**src/chop_ctrl_pkg.sv**
```systemverilog
// constants, types and register map of the quad half-bridge chop controller
package chop_ctrl_pkg;
	localparam int CLK_MHZ = 50;
	localparam int CH_N = 4;
	localparam int CNT_W = 11;
	localparam int BLANK_NS = 1000;
	localparam int BLANK_CYC = (BLANK_NS * CLK_MHZ + 999) / 1000;
	localparam int OFF0_NS = 7000;
	localparam int OFF1_NS = 16000;
	localparam int OFF2_NS = 24000;
	localparam int OFF3_NS = 32000;
	localparam logic [CNT_W-1:0] OFF_CYC_TBL [4] = '{
		CNT_W'(OFF0_NS * CLK_MHZ / 1000), CNT_W'(OFF1_NS * CLK_MHZ / 1000),
		CNT_W'(OFF2_NS * CLK_MHZ / 1000), CNT_W'(OFF3_NS * CLK_MHZ / 1000)};
	localparam int DEGLITCH_NS = 10000;
	localparam int DEGLITCH_CYC = (DEGLITCH_NS * CLK_MHZ + 999) / 1000;
	localparam int PULSE_MIN_NS = 20000;
	localparam int PULSE_MIN_CYC = PULSE_MIN_NS * CLK_MHZ / 1000;
	localparam int PULSE_MAX_NS = 40000;
	localparam int PULSE_MAX_CYC = PULSE_MAX_NS * CLK_MHZ / 1000;
	localparam int WAKE_NS = 1000;
	localparam int WAKE_CYC = (WAKE_NS * CLK_MHZ + 999) / 1000;
	localparam logic [11:0] CTRL_OFS = 12'h000;
	localparam logic [11:0] STATUS_OFS = 12'h004;
	localparam logic [11:0] INT_STAT_OFS = 12'h008;
	localparam logic [11:0] INT_MASK_OFS = 12'h00c;
	localparam int CTRL_CHOP_BIT = 0;
	localparam logic CTRL_CHOP_RESET = 1'b1;
	localparam int STAT_SEL_LSB = 0;
	localparam int STAT_AWAKE_BIT = 2;
	localparam int STAT_FAULT_BIT = 3;
	localparam int STAT_LATCH_BIT = 4;
	localparam int STAT_HS_LSB = 8;
	localparam int STAT_LS_LSB = 12;
	localparam int INT_W = 4;
	localparam int INT_TRIP = 0;
	localparam int INT_FAULT = 1;
	localparam int INT_WAKE = 2;
	localparam int INT_SEL = 3;
	typedef enum logic [1:0] {
		CH_HIGH = 2'b00,
		CH_LOWBLANK = 2'b01,
		CH_LOWSENSE = 2'b10,
		CH_OFFTIME = 2'b11
	} chop_state_t;
	typedef struct packed {
		logic [CH_N-1:0] highOn;
		logic [CH_N-1:0] lowOn;
	} bridge_drive_t;
endpackage

```
**src/quad_half_bridge_chop_control.sv**
```systemverilog
// control logic of a four-channel half-bridge driver with fixed off-time chopping
// Notes on behaviour
// - while the standby request is low every half-bridge output is high impedance.
// - while awake and without a fault each output follows its command, low turns on low side, high turns on high side.
// - with a low command the low side stays on until the trip is reached, then high side turns on.
// - after the selected off-time the low side turns on again and the cycle repeats.
// - the off-time comes from the four-level off-time select input.
// - the four off-times are 7, 16, 24 and 32 us.
// - a new off-time selection applies only after being stable for 10 us.
// - each low-side turn-on masks the comparator for about 1 us, the least on-time.
// - channels 1 and 2 use the first reference pair, channels 3 and 4 the second.
// - chopping regulates by itself, even with the command held low all the time.
// - the open-drain fault flag is pulled low while a fault exists and released otherwise.
// - after reset, or after the standby request rises from a low of more than 40 us, a wake interval passes before inputs are taken.
// - a standby low pulse of more than 20 and less than 40 us clears latched faults only.
//
// Local design decisions: the APB slave port and the register addresses.
module quad_half_bridge_chop_control #(
	parameter int WAKE_CYC = chop_ctrl_pkg::WAKE_CYC
) (
	input wire logic clk,
	input wire logic rst_n,
	input wire logic clkEn,
	input wire logic psel,
	input wire logic penable,
	input wire logic pwrite,
	input wire logic [11:0] paddr,
	input wire logic [31:0] pwdata,
	output logic [31:0] prdata,
	output logic pready,
	output logic pslverr,
	input wire logic standbyRequestN,
	input wire logic [3:0] channelCommand,
	input wire logic [1:0] offTimeSelect,
	input wire logic [1:0] tripPairA,
	input wire logic [1:0] tripPairB,
	input wire logic faultAutoIn,
	input wire logic faultLatchIn,
	output chop_ctrl_pkg::bridge_drive_t bridgeDrive,
	output logic faultFlagNOut,
	output logic faultFlagNOe,
	output logic irq
);
	localparam logic [10:0] BLANK_LAST = 11'(chop_ctrl_pkg::BLANK_CYC - 1);
	localparam logic [10:0] DEGL_LAST = 11'(chop_ctrl_pkg::DEGLITCH_CYC - 1);
	localparam logic [10:0] PMIN = 11'(chop_ctrl_pkg::PULSE_MIN_CYC);
	localparam logic [10:0] PMAX = 11'(chop_ctrl_pkg::PULSE_MAX_CYC);
	localparam logic [10:0] WAKE_LAST = 11'(WAKE_CYC - 1);
	localparam logic [10:0] LOW_MIN = 11'(chop_ctrl_pkg::BLANK_CYC);

	chop_ctrl_pkg::chop_state_t chState_ff [4];
	chop_ctrl_pkg::chop_state_t nxt_chState [4];
	logic [10:0] chCnt_ff [4];
	logic [10:0] nxt_chCnt [4];
	logic chopEn_ff;
	logic [3:0] intStat_ff;
	logic [3:0] intMask_ff;
	logic [1:0] selSeen_ff;
	logic [1:0] activeSel_ff;
	logic [10:0] selCnt_ff;
	logic [10:0] lowCnt_ff;
	logic [10:0] wakeCnt_ff;
	logic awake_ff;
	logic latched_ff;
	logic faultPrev_ff;
	logic faultOe_ff;
	logic [10:0] lowRun_ff;

	wire faultActive = faultAutoIn | latched_ff;
	wire driveEn = standbyRequestN & awake_ff & ~faultActive;
	wire [3:0] tripHit = {tripPairB, tripPairA};
	wire [10:0] offCyc = chop_ctrl_pkg::OFF_CYC_TBL[activeSel_ff];
	wire selApply = (selSeen_ff == offTimeSelect) && (selCnt_ff == DEGL_LAST);
	wire clearPulse = standbyRequestN && (lowCnt_ff > PMIN) && (lowCnt_ff < PMAX);
	wire wakeDone = standbyRequestN && !awake_ff && (wakeCnt_ff == WAKE_LAST);
	wire [3:0] offNow;
	wire [3:0] tripEvt;

	// per-channel chopping state machine
	for (genvar c = 0; c < 4; c++) begin : g_ch
		assign offNow[c] = chState_ff[c] == chop_ctrl_pkg::CH_OFFTIME;
		assign tripEvt[c] = (chState_ff[c] == chop_ctrl_pkg::CH_LOWSENSE)
			&& (nxt_chState[c] == chop_ctrl_pkg::CH_OFFTIME);
		assign bridgeDrive.lowOn[c] = driveEn & ~channelCommand[c] & ~offNow[c];
		assign bridgeDrive.highOn[c] = driveEn & (channelCommand[c] | offNow[c]);
		always_comb begin
			nxt_chState[c] = chState_ff[c];
			nxt_chCnt[c] = chCnt_ff[c];
			if (!driveEn || channelCommand[c]) begin
				nxt_chState[c] = chop_ctrl_pkg::CH_HIGH;
				nxt_chCnt[c] = 11'h000;
			end else begin
				unique case (chState_ff[c])
					chop_ctrl_pkg::CH_HIGH: begin
						nxt_chState[c] = chop_ctrl_pkg::CH_LOWBLANK;
						nxt_chCnt[c] = 11'h000;
					end
					chop_ctrl_pkg::CH_LOWBLANK: begin
						if (chCnt_ff[c] == BLANK_LAST) begin
							nxt_chState[c] = chop_ctrl_pkg::CH_LOWSENSE;
						end else begin
							nxt_chCnt[c] = chCnt_ff[c] + 11'h001;
						end
					end
					chop_ctrl_pkg::CH_LOWSENSE: begin
						if (tripHit[c] && chopEn_ff) begin
							nxt_chState[c] = chop_ctrl_pkg::CH_OFFTIME;
							nxt_chCnt[c] = 11'h000;
						end
					end
					chop_ctrl_pkg::CH_OFFTIME: begin
						if (chCnt_ff[c] >= offCyc - 11'h001) begin
							nxt_chState[c] = chop_ctrl_pkg::CH_LOWBLANK;
							nxt_chCnt[c] = 11'h000;
						end else begin
							nxt_chCnt[c] = chCnt_ff[c] + 11'h001;
						end
					end
				endcase
			end
		end
		always_ff @(posedge clk) begin
			if (!rst_n) begin
				chState_ff[c] <= chop_ctrl_pkg::CH_HIGH;
				chCnt_ff[c] <= 11'h000;
			end else if (clkEn) begin
				chState_ff[c] <= nxt_chState[c];
				chCnt_ff[c] <= nxt_chCnt[c];
			end
		end
	end

	// off-time select deglitch
	always_ff @(posedge clk) begin
		if (!rst_n) begin
			selSeen_ff <= 2'h0;
			activeSel_ff <= 2'h0;
			selCnt_ff <= 11'h000;
		end else if (clkEn) begin
			selSeen_ff <= offTimeSelect;
			if (selSeen_ff != offTimeSelect) begin
				selCnt_ff <= 11'h000;
			end else if (selApply) begin
				activeSel_ff <= selSeen_ff;
				selCnt_ff <= 11'h000;
			end else begin
				selCnt_ff <= selCnt_ff + 11'h001;
			end
		end
	end

	// standby, wake and fault-clear pulse
	always_ff @(posedge clk) begin
		if (!rst_n) begin
			lowCnt_ff <= 11'h000;
			wakeCnt_ff <= 11'h000;
			awake_ff <= 1'b0;
		end else if (clkEn) begin
			if (standbyRequestN) begin
				lowCnt_ff <= 11'h000;
			end else if (lowCnt_ff != PMAX) begin
				lowCnt_ff <= lowCnt_ff + 11'h001;
			end
			if (!standbyRequestN && lowCnt_ff == PMAX) begin
				awake_ff <= 1'b0;
				wakeCnt_ff <= 11'h000;
			end else if (wakeDone) begin
				awake_ff <= 1'b1;
			end else if (standbyRequestN && !awake_ff) begin
				wakeCnt_ff <= wakeCnt_ff + 11'h001;
			end
		end
	end

	// fault latch and open-drain flag
	always_ff @(posedge clk) begin
		if (!rst_n) begin
			latched_ff <= 1'b0;
			faultPrev_ff <= 1'b0;
			faultOe_ff <= 1'b0;
		end else if (clkEn) begin
			if (faultLatchIn) begin
				latched_ff <= 1'b1;
			end else if (clearPulse) begin
				latched_ff <= 1'b0;
			end
			faultPrev_ff <= faultActive;
			faultOe_ff <= faultActive;
		end
	end
	assign faultFlagNOut = 1'b0;
	assign faultFlagNOe = faultOe_ff;

	// apb slave, zero wait states
	wire apbWr = psel & penable & pwrite;
	wire hitCtrl = paddr == chop_ctrl_pkg::CTRL_OFS;
	wire hitStat = paddr == chop_ctrl_pkg::STATUS_OFS;
	wire hitInt = paddr == chop_ctrl_pkg::INT_STAT_OFS;
	wire hitMask = paddr == chop_ctrl_pkg::INT_MASK_OFS;
	wire [3:0] intEvt;
	wire [31:0] statusWord;
	assign intEvt[chop_ctrl_pkg::INT_TRIP] = |tripEvt;
	assign intEvt[chop_ctrl_pkg::INT_FAULT] = faultActive & ~faultPrev_ff;
	assign intEvt[chop_ctrl_pkg::INT_WAKE] = wakeDone;
	assign intEvt[chop_ctrl_pkg::INT_SEL] = selApply && (selSeen_ff != activeSel_ff);
	assign statusWord = {16'h0000, bridgeDrive.lowOn, bridgeDrive.highOn, 3'h0,
		latched_ff, faultActive, awake_ff, activeSel_ff};
	assign pready = 1'b1;
	assign pslverr = psel & penable & ~(hitCtrl | hitStat | hitInt | hitMask);
	assign prdata = !(psel && !pwrite) ? 32'h0000_0000 :
		hitCtrl ? {31'h0000_0000, chopEn_ff} :
		hitStat ? statusWord :
		hitInt ? {28'h000_0000, intStat_ff} :
		hitMask ? {28'h000_0000, intMask_ff} : 32'h0000_0000;
	assign irq = |(intStat_ff & intMask_ff);

	always_ff @(posedge clk) begin
		if (!rst_n) begin
			chopEn_ff <= chop_ctrl_pkg::CTRL_CHOP_RESET;
			intStat_ff <= 4'h0;
			intMask_ff <= 4'h0;
		end else if (clkEn) begin
			if (apbWr && hitCtrl) begin
				chopEn_ff <= pwdata[chop_ctrl_pkg::CTRL_CHOP_BIT];
			end
			if (apbWr && hitMask) begin
				intMask_ff <= pwdata[3:0];
			end
			intStat_ff <= (intStat_ff & ~((apbWr && hitInt) ? pwdata[3:0] : 4'h0)) | intEvt;
		end
	end

	// low-side on-time run of channel 1, for the blanking check
	always_ff @(posedge clk) begin
		if (!rst_n) begin
			lowRun_ff <= 11'h000;
		end else if (clkEn) begin
			if (!bridgeDrive.lowOn[0]) begin
				lowRun_ff <= 11'h000;
			end else if (lowRun_ff != 11'h7ff) begin
				lowRun_ff <= lowRun_ff + 11'h001;
			end
		end
	end
endmodule

```
**config.mk**
```make
export PLATFORM = sky130hd
export DESIGN_NAME = quad_half_bridge_chop_control
export DESIGN_NICKNAME = d
export VERILOG_FILES = /design/src/chop_ctrl_pkg.sv /design/src/quad_half_bridge_chop_control.sv
export SDC_FILE = /design/constraint.sdc
export NUM_CORES = 1
export LEC_CHECK = 0
export BUFFER_PORTS_ARGS = -buffer_cell sky130_fd_sc_hd__clkbuf_2
export CAP_MARGIN = 15
export CORE_ASPECT_RATIO = 0.6
export CORE_MARGIN = 3
export CORE_UTILIZATION = 35
export DETAILED_ROUTE_END_ITERATION = 6
export GPL_TIMING_DRIVEN = 0
export PLACE_DENSITY_LB_ADDON = 0.05
export SYNTH_ARGS = -nofsm -noshare
export SYNTH_HDL_FRONTEND = slang
export SYNTH_SLANG_ARGS = --single-unit
```
**constraint.sdc**
```tcl
create_clock -name clk -period 2.85 [get_ports clk]
set_input_delay 0.7125 -clock clk [delete_from_list [all_inputs] [get_ports clk]]
set_output_delay 0.7125 -clock clk [all_outputs]
set_load 0.01 [all_outputs]
```
* Yosys cells after proc, flatten, opt, wreduce, memory -nomap -nowiden
Memories as Yosys holds them, arrays and structs flattened. Index checks and enable logic that the tools add are counted.
Cells by class: equal/unequal tests 31, bitwise gates (word level) 51, add/sub/neg operators 8, multiplexer cells 72, reductions and logical operators 45, magnitude comparators 7
Operators by type and width (number):
- $mux 11 | 29
- $pmux 11 s4 | 4
- $add 11x1->11 const B | 7
- $eq 11x6->1 const B | 5
- $mux 16 | 3
- $ge 11x11->1 | 4
- $mux 2 | 20
- $pmux 2 s4 | 4
- $eq 12x4->1 const B | 2
- $eq 2x2->1 const B | 12
- $bmux 11 s2 | 1
- $logic_and 1x1->1 | 19
- $and 1x1->1 | 18
- $or 1x1->1 | 16
- $eq 12x3->1 const B | 1
- $logic_not 12->1 | 1
- $mux 4 | 3
- $not 1->1 | 12
- $eq 11x11->1 const B | 1
- $eq 11x9->1 const B | 1
- $gt 11x10->1 const B | 1
- $lt 11x11->1 const B | 1
- $ne 11x11->1 const B | 1
- $sub 11x1->11 const B | 1
- other kinds (17) | 47
Word-level totals: bits in writable memories 52, memories 2, register bits after elaboration 49
Memory list:
- chCnt_ff | depth 4, width 11, rd ports 4, clocked after Yosys merged registers in 0, write ports 4, line quad_half_bridge_chop_control.sv:53 | logic [10:0] chCnt_ff [4];
- chState_ff | depth 4, width 2, rd ports 4, clocked after Yosys merged registers in 0, write ports 4, line quad_half_bridge_chop_control.sv:51 | chop_ctrl_pkg::chop_state_t chState_ff [4];

* Longest topological paths before layout
Gate-level depths: netlist (run 1).
depth in word-level cells 13, depth in mapped cells 12

* Least setup slack after synthesis (run 1)
OpenSTA, ideal clock, no wires.
path type input-to-output, from in paddr[9], to out prdata[11], stages 6, path buffers 1, arrival time 2.011 ns, slack 0.127 ns, path through nor4_1 nand4_1 nor3b_1 nand2b_1 clkbuf_1 nor2_1
Between the ends: word-level cells in the longest chain between the ends 4, elaborated cells on any way between the ends 5, those cells by class 1 x eq/ne; 3 x mux; 1 x reduce/logical
Ends and longest elaborated chain:
- from (decl) | line quad_half_bridge_chop_control.sv:27 | input wire logic [11:0] paddr,
- $eq 12x3->1 | line quad_half_bridge_chop_control.sv:197 | wire hitStat = paddr == chop_ctrl_pkg::STATUS_OFS;
- $mux 16 | line quad_half_bridge_chop_control.sv:212 | hitStat ? statusWord :
- $mux 16 * | line quad_half_bridge_chop_control.sv:211 | hitCtrl ? {31'h0000_0000, chopEn_ff} :
- $mux 16 * | line quad_half_bridge_chop_control.sv:210 | assign prdata = !(psel && !pwrite) ? 32'h0000_0000 :
- to (decl) | line quad_half_bridge_chop_control.sv:29 | output logic [31:0] prdata,
Every way passes the cells marked *; elsewhere a longest branch is shown, timed or not.

* Worst setup path in the final report (run 1)
from in paddr[10], to out prdata[3]
Between the ends: word-level cells in the longest chain between the ends 6, elaborated cells on any way between the ends 9, those cells by class 3 x eq/ne; 5 x mux; 1 x reduce/logical
Ends and longest elaborated chain:
- $eq 12x4->1 | line quad_half_bridge_chop_control.sv:199 | wire hitMask = paddr == chop_ctrl_pkg::INT_MASK_OFS;
- $mux 4 | line quad_half_bridge_chop_control.sv:214 | hitMask ? {28'h000_0000, intMask_ff} : 32'h0000_0000;
- $mux 4 | line quad_half_bridge_chop_control.sv:213 | hitInt ? {28'h000_0000, intStat_ff} :
- $mux 16 | line quad_half_bridge_chop_control.sv:212
- $mux 16 * | line quad_half_bridge_chop_control.sv:211
- $mux 16 * | line quad_half_bridge_chop_control.sv:210
Marks and branches as above.

==> results.yml, run 1 <==
global_routing:
  grt-busiest-layer: "met1"
  grt_pass1_vias: 5262
  grt-ovfl-total: 0
  grtUsageTotal_pct: 16.8
  use_met2_pct: 24.0
  grt_util_met1_pct: 26.3
  grt_pass1_wl_um: 27800
  grtUsageMet3_pct: 3.10
  antenna_found_initial: 0
  grt_max_degree: 18
sta:
  finalSetupViolations: 1
  layout_setup_ws_ps: -29.3
  fin_skew_ps: 11.8
  worst_slew_pin_slew_ps: 680
  fin_crit_sh_pct: 101
  drv_slew: 0
  fmax_ghz: 0.347
  rsz0062_at_grt: "yes"
  slew_headroom_pct: 54.7
  finalHoldViolations: 0
  setup-tns-final_ps: -29.3
  finalCriticalPeriod_ps: 2880
  fin_hold_ws_ps: 480
floorplanning:
  initial_core_util_pct: 35.9
  row_count: 38
  die_h_um: 112
  coreArea_mm2: 0.0182
  chipWidth_um: 183
  boundaryPins: 108
  dieArea_mm2: 0.0204
cells_and_area:
  drive_gt1_share_pct: 18.4
  stdcell_count: 1077
  final_cell_mix: "nor2_1, nand2_1, clkbuf_2, edfxtp_1, dfxtp_1"
  antennaDiodeCount: 0
  fin_util_pct: 42.9
  fillers: 1795
  syn2layout_area_growth_pct: 19.4
  final_common_cell: "nor2_1"
  nNetsFinal: 939
drt:
  vias: 5575
  routed_wl_um: 17100
  via_per_inst: 5.18
  wl_per_cell_um: 15.9
  first_pass_iters: 5
  drc: 0
  drtIter0Drc: 382
  ant_nets: 0
worst_hold_path:
  hp-class: "register to register"
yosys:
  syn_area_mm2: 0.00654
  yosysWarnings: 0
  ys_top_cells_by_area: "edfxtp_1, dfxtp_1, ha_1, nor2_1, xor2_1"
  synth_top_area_share_pct: 23.9
  syn_avg_cell_area_um2: 8.94
  ys_ff_latch: 101
  synth-edff-count: 52
  async_flop_share_pct: 0
  yosys.area.top_type: "edfxtp_1"
  seq_area_frac_synth_pct: 38.9
  synthCells: 732
  synth_ff_type: "edfxtp_1"
  ys_types: 70
power_and_ir_drop:
  ir_drop_mv: 0.256
  p_per_area_mw_per_mm2: 423
  leakagePower_uw: 0.00317
clocking:
  cts_root_buf: "clkbuf_16"
  clk_latency_ps: 350
  cts.sinks: 101
  clk_pin_slew_ps: 70
  clock_path_buffers: 2
  cts_htree_levels: 3
  cts_buffers: 9
  tritoncts: "yes"
place:
  gp_congestion: 0.820
  placed_cells: 1048
  place_hpwl_um: 12900
  place.port_buffers: 57
setup_path:
  cp-start-kind: "input port"
  critPathRequiredTime_ps: 2140
  path_common_cell: "clkbuf_2"
  worstPathCellList: "clkbuf_2, nor4_4, nand3_2, or4_4, a32oi_1, nor2_1, clkbuf_2"
  crit_type: "input port to output port"
  critPathMaxFanout: 3
  cpMaxStageDelayCell: "or4_4"
  end_kind: "output port"
  cpPeakStageDelay_ps: 430
  cp.arrival_ps: 2170
run:
  cap_violations: 0
run_status:
  status: "finished, violations left"
  violations: "negative setup slack"
[worst max-delay path: cells and delay by family]
family,cells,cell delay [ps]
and+or+nand+nor,4,1010
AOI/OAI and AO/OA,1,210
buffers and inverters,2,230
[power by group]
part	internal, µW	leakage (µW)	switching (µW)
clock network	761	0.000159	597
logic	134	0.00205	170
registers	1570	0.000963	72.8
[final timing paths]
check | startpoint | to | slack [ps] | cells after the start
hold reg to reg | intMask_ff[1]$_SDFFE_PN0P_ | intMask_ff[1]$_SDFFE_PN0P_ | 480 | 2
setup reg to reg | activeSel_ff[0]$_SDFFE_PN0P_ | chCnt_ff[0][8]$_SDFFCE_PP0P_ | 170 | 11
hold / removal | intMask_ff[1]$_SDFFE_PN0P_ | intMask_ff[1]$_SDFFE_PN0P_ | 480 | 2
setup / recovery | paddr[10] | prdata[3] | -30 | 7
[synthesized netlist by cell type (19+ instances only)]
cell	n
a21oi_1	19
buf_4	21
dfxtp_1	49
edfxtp_1	52
ha_1	44
inv_1	23
nand2_1	70
nand3_1	41
nor2_1	102
nor3_1	32
o21ai_0	24
xnor2_1	24
xor2_1	37
[per-layer routing]
metal  up-vias  wire length, µm
met5         -                0
met4         0              101
met3        11              855
met2       132             6960
met1      2641             9200
li1       2791                -
[flip-flops by register name, indices dropped and copies added, names as in the netlist]
register,count
lowCnt_ff,11
chCnt_ff,44
awake_ff,1
intStat_ff,4
latched_ff,1
faultFlagNOe,1
chopEn_ff,1
selCnt_ff,11
activeSel_ff,2
chState_ff,8
selSeen_ff,2
intMask_ff,4
wakeCnt_ff,11
[repair_timing]
action | 4_1_cts | 5_1_grt
endpoints found under the setup margin | 68 | 64
resized for setup | 24 | 33
setup buffers | 6 | 5
hold buffers | 0 | 0
pin swaps | 6 | 8
[metrics by stage]
step           setup slack, ps  instance area (µm²)  total power [µW]
5_1_grt                   -134                 7820              3440
4_1_cts                  -56.0                 7660              3330
6_report                 -29.3                 7820              3310
3_5_place_dp              -658                 7200              1960
3_3_place_gp              -614                 7200              1960
2_1_floorplan              127                 6610              1860
[kinds of logic (layout without fill, tap and decap cells)]
group / Yosys count / count (layout) / share of synthesized area (%)
buffers and inverters: 64 / 150 / 5.13
XOR/XNOR: 61 / 61 / 8.17
other: 2 / 21 / 0.115
AO/OA/AOI/OAI: 102 / 102 / 10.7
AND/OR/NAND/NOR: 346 / 346 / 26.6
multiplexers: 8 / 8 / 1.45
flip-flops: 101 / 101 / 38.9
adder cells (fa/ha/maj): 48 / 48 / 9.03
[layout make-up]
cell class	count	area [µm²]	share of cell area [%]
plain buffers	40	265	3.39
flip-flops and latches	101	2550	32.6
inverters	23	97.6	1.25
repair buffers	71	415	5.32
well taps	240	300	3.84
clock buffers	14	308	3.94
clock inverters	2	17.5	0.224
multi-input cells	586	3860	49.5
No activity file was read; power rests on OpenSTA's default activity.
==> inputs of run 2 (changes only) <==
- CORE_ASPECT_RATIO: 0.6 -> default
==> results.yml, run 2 (synthesized netlist as in run 1, its figures left out) <==
run_status:
  status: "finished clean"
drt:
  wl_per_cell_um: 15.8
  ant_nets: 0
  drtIter0Drc: 263
  via_per_inst: 5.15
  routed_wl_um: 16800
  vias: 5478
  first_pass_iters: 4
  drc: 0
setup_path:
  rr_worst_depth: 10
  critPathMaxFanout: 3
  cpPeakStageDelay_ps: 420
  critPathRequiredTime_ps: 2140
  end_kind: "output port"
  cp.arrival_ps: 2110
  cp-start-kind: "input port"
  crit_type: "input port to output port"
  cpMaxStageDelayCell: "or4_1"
  worstPathCellList: "buf_6, nor4_4, nand3_1, or4_1, a32oi_1, nor2_1, buf_2"
run:
  cap_violations: 0
cells_and_area:
  final_common_cell: "nor2_1"
  final_cell_mix: "nor2_1, nand2_1, clkbuf_2, edfxtp_1, dfxtp_1"
  antennaDiodeCount: 0
  largest_reg_flops: 44
  stdcell_count: 1063
  drive_gt1_share_pct: 17.7
  fillers: 1853
  syn2layout_area_growth_pct: 17.7
  nNetsFinal: 937
  regMostFlops: "chCnt_ff"
global_routing:
  antenna_found_initial: 0
  grtUsageTotal_pct: 16.9
  grt_pass1_vias: 5428
  grt-ovfl-total: 0
  grt_max_degree: 17
  grt_pass1_wl_um: 27600
sta:
  worst_slew_pin_slew_ps: 1120
  layout_setup_ws_ps: 32.4
  fin_skew_ps: 9.77
  fmax_ghz: 0.355
  finalCriticalPeriod_ps: 2820
  slew_headroom_pct: 25.3
  rsz0062_at_grt: "yes"
  finalSetupViolations: 0
  setup-tns-final_ps: 0
  fin_crit_sh_pct: 98.9
  drv_slew: 0
  finalHoldViolations: 0
clocking:
  cts_root_buf: "clkbuf_16"
  clock_path_buffers: 2
  clk_latency_ps: 360
  cts.sinks: 101
  clk_pin_slew_ps: 70
  cts_htree_levels: 3
  tritoncts: "yes"
  cts_buffers: 9
floorplanning:
  initial_core_util_pct: 36.1
  boundaryPins: 108
  coreArea_mm2: 0.0181
  chipWidth_um: 143
  die_h_um: 143
  row_count: 49
  dieArea_mm2: 0.0204
place:
  place.port_buffers: 57
  gp_congestion: 0.818
  place_hpwl_um: 12600
  placed_cells: 1037
  dp_slack_ps: -560
power_and_ir_drop:
  p_per_area_mw_per_mm2: 408
  ir_drop_mv: 0.277
  leakagePower_uw: 0.00312
worst_hold_path:
  hp-class: "register to register"
  holdPathStages: 2
run 2: cell count changes in the layout (fill, tap and decap cells not counted), moves of 2 or more:
cell / change
inv_4: +2
inv_1: +2
buf_4: -6
clkbuf_2: -2
nor2_1: -2
clkbuf_16: -3
nor2_2: +3
buf_2: +6
run 2: final timing paths:
path,start,endpoint,slack [ps]
max,paddr[9],prdata[3],30
min,intMask_ff[2]$_SDFFE_PN0P_,intMask_ff[2]$_SDFFE_PN0P_,480
max reg2reg,activeSel_ff[0]$_SDFFE_PN0P_,chCnt_ff[1][10]$_SDFFCE_PP0P_,220
min reg2reg,intMask_ff[2]$_SDFFE_PN0P_,intMask_ff[2]$_SDFFE_PN0P_,480
run 2: report_power, final:
group | switching [µW] | internal (µW)
registers | 72.2 | 1570
clock network | 577 | 621
logic | 168 | 132
run 2: worst max-delay path, delay by kind of cell:
family	cells	cell delay [ps]
AND/OR/NAND/NOR	4	940
buffers and inverters	2	240
AO/OA/AOI/OAI	1	210
run 2: area by class of cell:
type | count | area (µm²) | share of cell area (%)
plain buffers | 40 | 260 | 3.38
repair buffers | 69 | 395 | 5.13
inverters | 23 | 93.8 | 1.22
clock inverters | 4 | 30.0 | 0.390
multi-input cells | 586 | 3850 | 49.9
flip-flops and latches | 101 | 2550 | 33.1
well taps | 229 | 287 | 3.72
clock buffers | 11 | 243 | 3.15
run 2: what timing repair did:
| item | 4_1_cts | 5_1_grt |
|---|---|---|
| buffers inserted | 7 | 2 |
| hold buffers | 0 | 0 |
| setup endpoints to repair | 53 | 53 |
| pin swaps | 1 | 6 |
| gates resized for setup | 17 | 29 |
| cloned | 0 | 0 |
run 2: metal layers:
metal,track usage (%),part of all wire [%]
met2,29.6,50
met5,0,0
met1,20.5,44
met3,4.12,3.7
met4,4.85,2.0
run 2: metrics by stage:
step / hold WS (ps) / area [µm²] / total power, µW / utilization (%)
2_1_floorplan: 444 / 6610 / 1860 / -
3_3_place_gp: 464 / 7190 / 1960 / 39.6
3_5_place_dp: 467 / 7190 / 1970 / 39.6
4_1_cts: 477 / 7570 / 3180 / 41.7
5_1_grt: 513 / 7700 / 3290 / 42.4
6_report: 475 / 7700 / 3140 / 42.4
==> inputs of run 3 (changes only) <==
- PLACE_DENSITY_LB_ADDON: 0.05 -> default
==> results.yml, run 3 (synthesized netlist as in run 1, its figures left out) <==
global_routing:
  grt_pass1_wl_um: 25400
  grtUsageMet3_pct: 3.75
  antenna_found_initial: 0
  grtUsageTotal_pct: 15.6
  use_met2_pct: 25.3
  grt-ovfl-total: 0
  grt_max_degree: 18
  grt_pass1_vias: 5013
  grt-busiest-layer: "met2"
  grt_util_met1_pct: 20.6
setup_path:
  path_buf_inv: 2
  crit_type: "input port to output port"
  cp-start-kind: "input port"
  cpMaxStageDelayCell: "or4_4"
  rrSetupSlack_ps: 200
  worstPathCellList: "clkbuf_2, nor4_4, nand3_1, or4_4, a32oi_2, nor2_1, buf_2"
  critPathMaxFanout: 3
  critPathRequiredTime_ps: 2140
  cp.arrival_ps: 2130
  critPathTopFamily: "simple AND/OR/NAND/NOR gates"
  end_kind: "output port"
  cpPeakStageDelay_ps: 430
sta:
  slew_headroom_pct: 57.5
  fin_skew_ps: 8.79
  fin_crit_sh_pct: 99.8
  drv_slew: 0
  finalCriticalPeriod_ps: 2840
  finalSetupViolations: 0
  fmax_ghz: 0.352
  finalHoldViolations: 0
  rsz0062_at_grt: "yes"
  worst_slew_pin_slew_ps: 637
cells_and_area:
  regMostFlops: "chCnt_ff"
  final_cell_mix: "nor2_1, nand2_1, clkbuf_2, edfxtp_1, dfxtp_1"
  drive_gt1_share_pct: 18.2
  largest_reg_flops: 44
  layout.area.seq_mm2: 0.00255
  final_common_cell: "nor2_1"
  nNetsFinal: 942
  fillers: 1831
  multi_input_area_mm2: 0.00386
  syn2layout_area_growth_pct: 18.3
  antennaDiodeCount: 0
  stdcell_count: 1069
power_and_ir_drop:
  leakagePower_uw: 0.00315
  ir_drop_mv: 0.283
  finalPower_uw: 3110
  p_per_area_mw_per_mm2: 402
clocking:
  cts_htree_levels: 3
  clk_latency_ps: 360
  cts_hold_buf: 0
  cts_buffers: 9
  cts_root_buf: "clkbuf_16"
  clock_path_buffers: 2
  clk_pin_slew_ps: 70
  cts.sinks: 101
  tritoncts: "yes"
floorplanning:
  die_h_um: 143
  coreArea_mm2: 0.0181
  initial_core_util_pct: 36.1
  dieArea_mm2: 0.0204
  row_count: 49
  boundaryPins: 108
  chipWidth_um: 143
run:
  cap_violations: 0
drt:
  routed_wl_um: 15900
  ant_nets: 0
  drtIter0Drc: 279
  via_per_inst: 5.14
  first_pass_iters: 4
  wl_per_cell_um: 14.9
  drc: 0
  vias: 5492
worst_hold_path:
  hp-class: "register to register"
place:
  gp_congestion: 0.841
  placed_cells: 1037
  place.port_buffers: 57
  place_hpwl_um: 11600
run_status:
  status: "finished clean"
run 3: cell count changes in the layout (fill, tap and decap cells not counted), sizes merged:
cell | previous run | this run
buf | 46 | 48
clkbuf | 74 | 77
clkinv | 0 | 4
inv | 25 | 22
run 3: path summary, 6_finish.rpt:
kind,cells past startpoint,startpoint,end
worst max-delay path,7,paddr[10],prdata[3]
worst min-delay path,2,intMask_ff[0]$_SDFFE_PN0P_,intMask_ff[0]$_SDFFE_PN0P_
worst max register to register,12,activeSel_ff[0]$_SDFFE_PN0P_,chCnt_ff[0][10]$_SDFFCE_PP0P_
worst min register to register,2,intMask_ff[0]$_SDFFE_PN0P_,intMask_ff[0]$_SDFFE_PN0P_
run 3: power by group:
| part | switching, µW | internal (µW) | total (µW) |
|---|---|---|---|
| Sequential | 71.1 | 1570 | 1640 |
| Clock | 570 | 597 | 1170 |
| Combinational | 166 | 132 | 298 |
| Total | 807 | 2300 | 3110 |
run 3: layer usage:
| metal | up-vias | wire [µm] |
|---|---|---|
| met2 | 129 | 7400 |
| met1 | 2563 | 7360 |
| li1 | 2779 | - |
| met3 | 21 | 845 |
| met5 | - | 0 |
| met4 | 0 | 273 |
run 3: repair_timing:
item / CTS / global route
setup endpoints to repair: 63 / 60
gates resized for setup: 19 / 26
cloned: 0 / 0
buffers inserted: 8 / 6
pin swaps: 3 / 8
run 3: layout make-up:
class	count	share of cell area, %
Clock buffer	11	3.01
Buffer	40	3.35
Clock inverter	5	0.469
Multi-Input combinational cell	586	49.9
Timing Repair Buffer	74	5.50
Sequential cell	101	32.9
Tap cell	229	3.70
Inverter	23	1.21
run 3: metrics by stage:
stage | utilization [%] | TNS (ps) | hold slack (ps) | setup slack (ps) | instance area (µm²)
CTS | 41.8 | 0 | 478 | 2.08 | 7590
detailed placement | 39.6 | -24310 | 466 | -501 | 7190
finish | 42.7 | 0 | 482 | 7.04 | 7740
global placement | 39.6 | -23600 | 461 | -490 | 7190
floorplan | - | 0 | 444 | 127 | 6610
global route | 42.7 | -719 | 506 | -102 | 7740
run 3: worst reg2reg max path, cell delays in order, from the launching register on:
cell and delay (ps):
dfxtp_1 310, buf_6 120, clkinvlp_4 110, buf_4 130, ha_4 190, inv_1 130, ha_1 210, a21o_1 160
maj3_1 370, a31oi_1 190, o2111ai_1 200, clkbuf_2 250, nor2_1 140
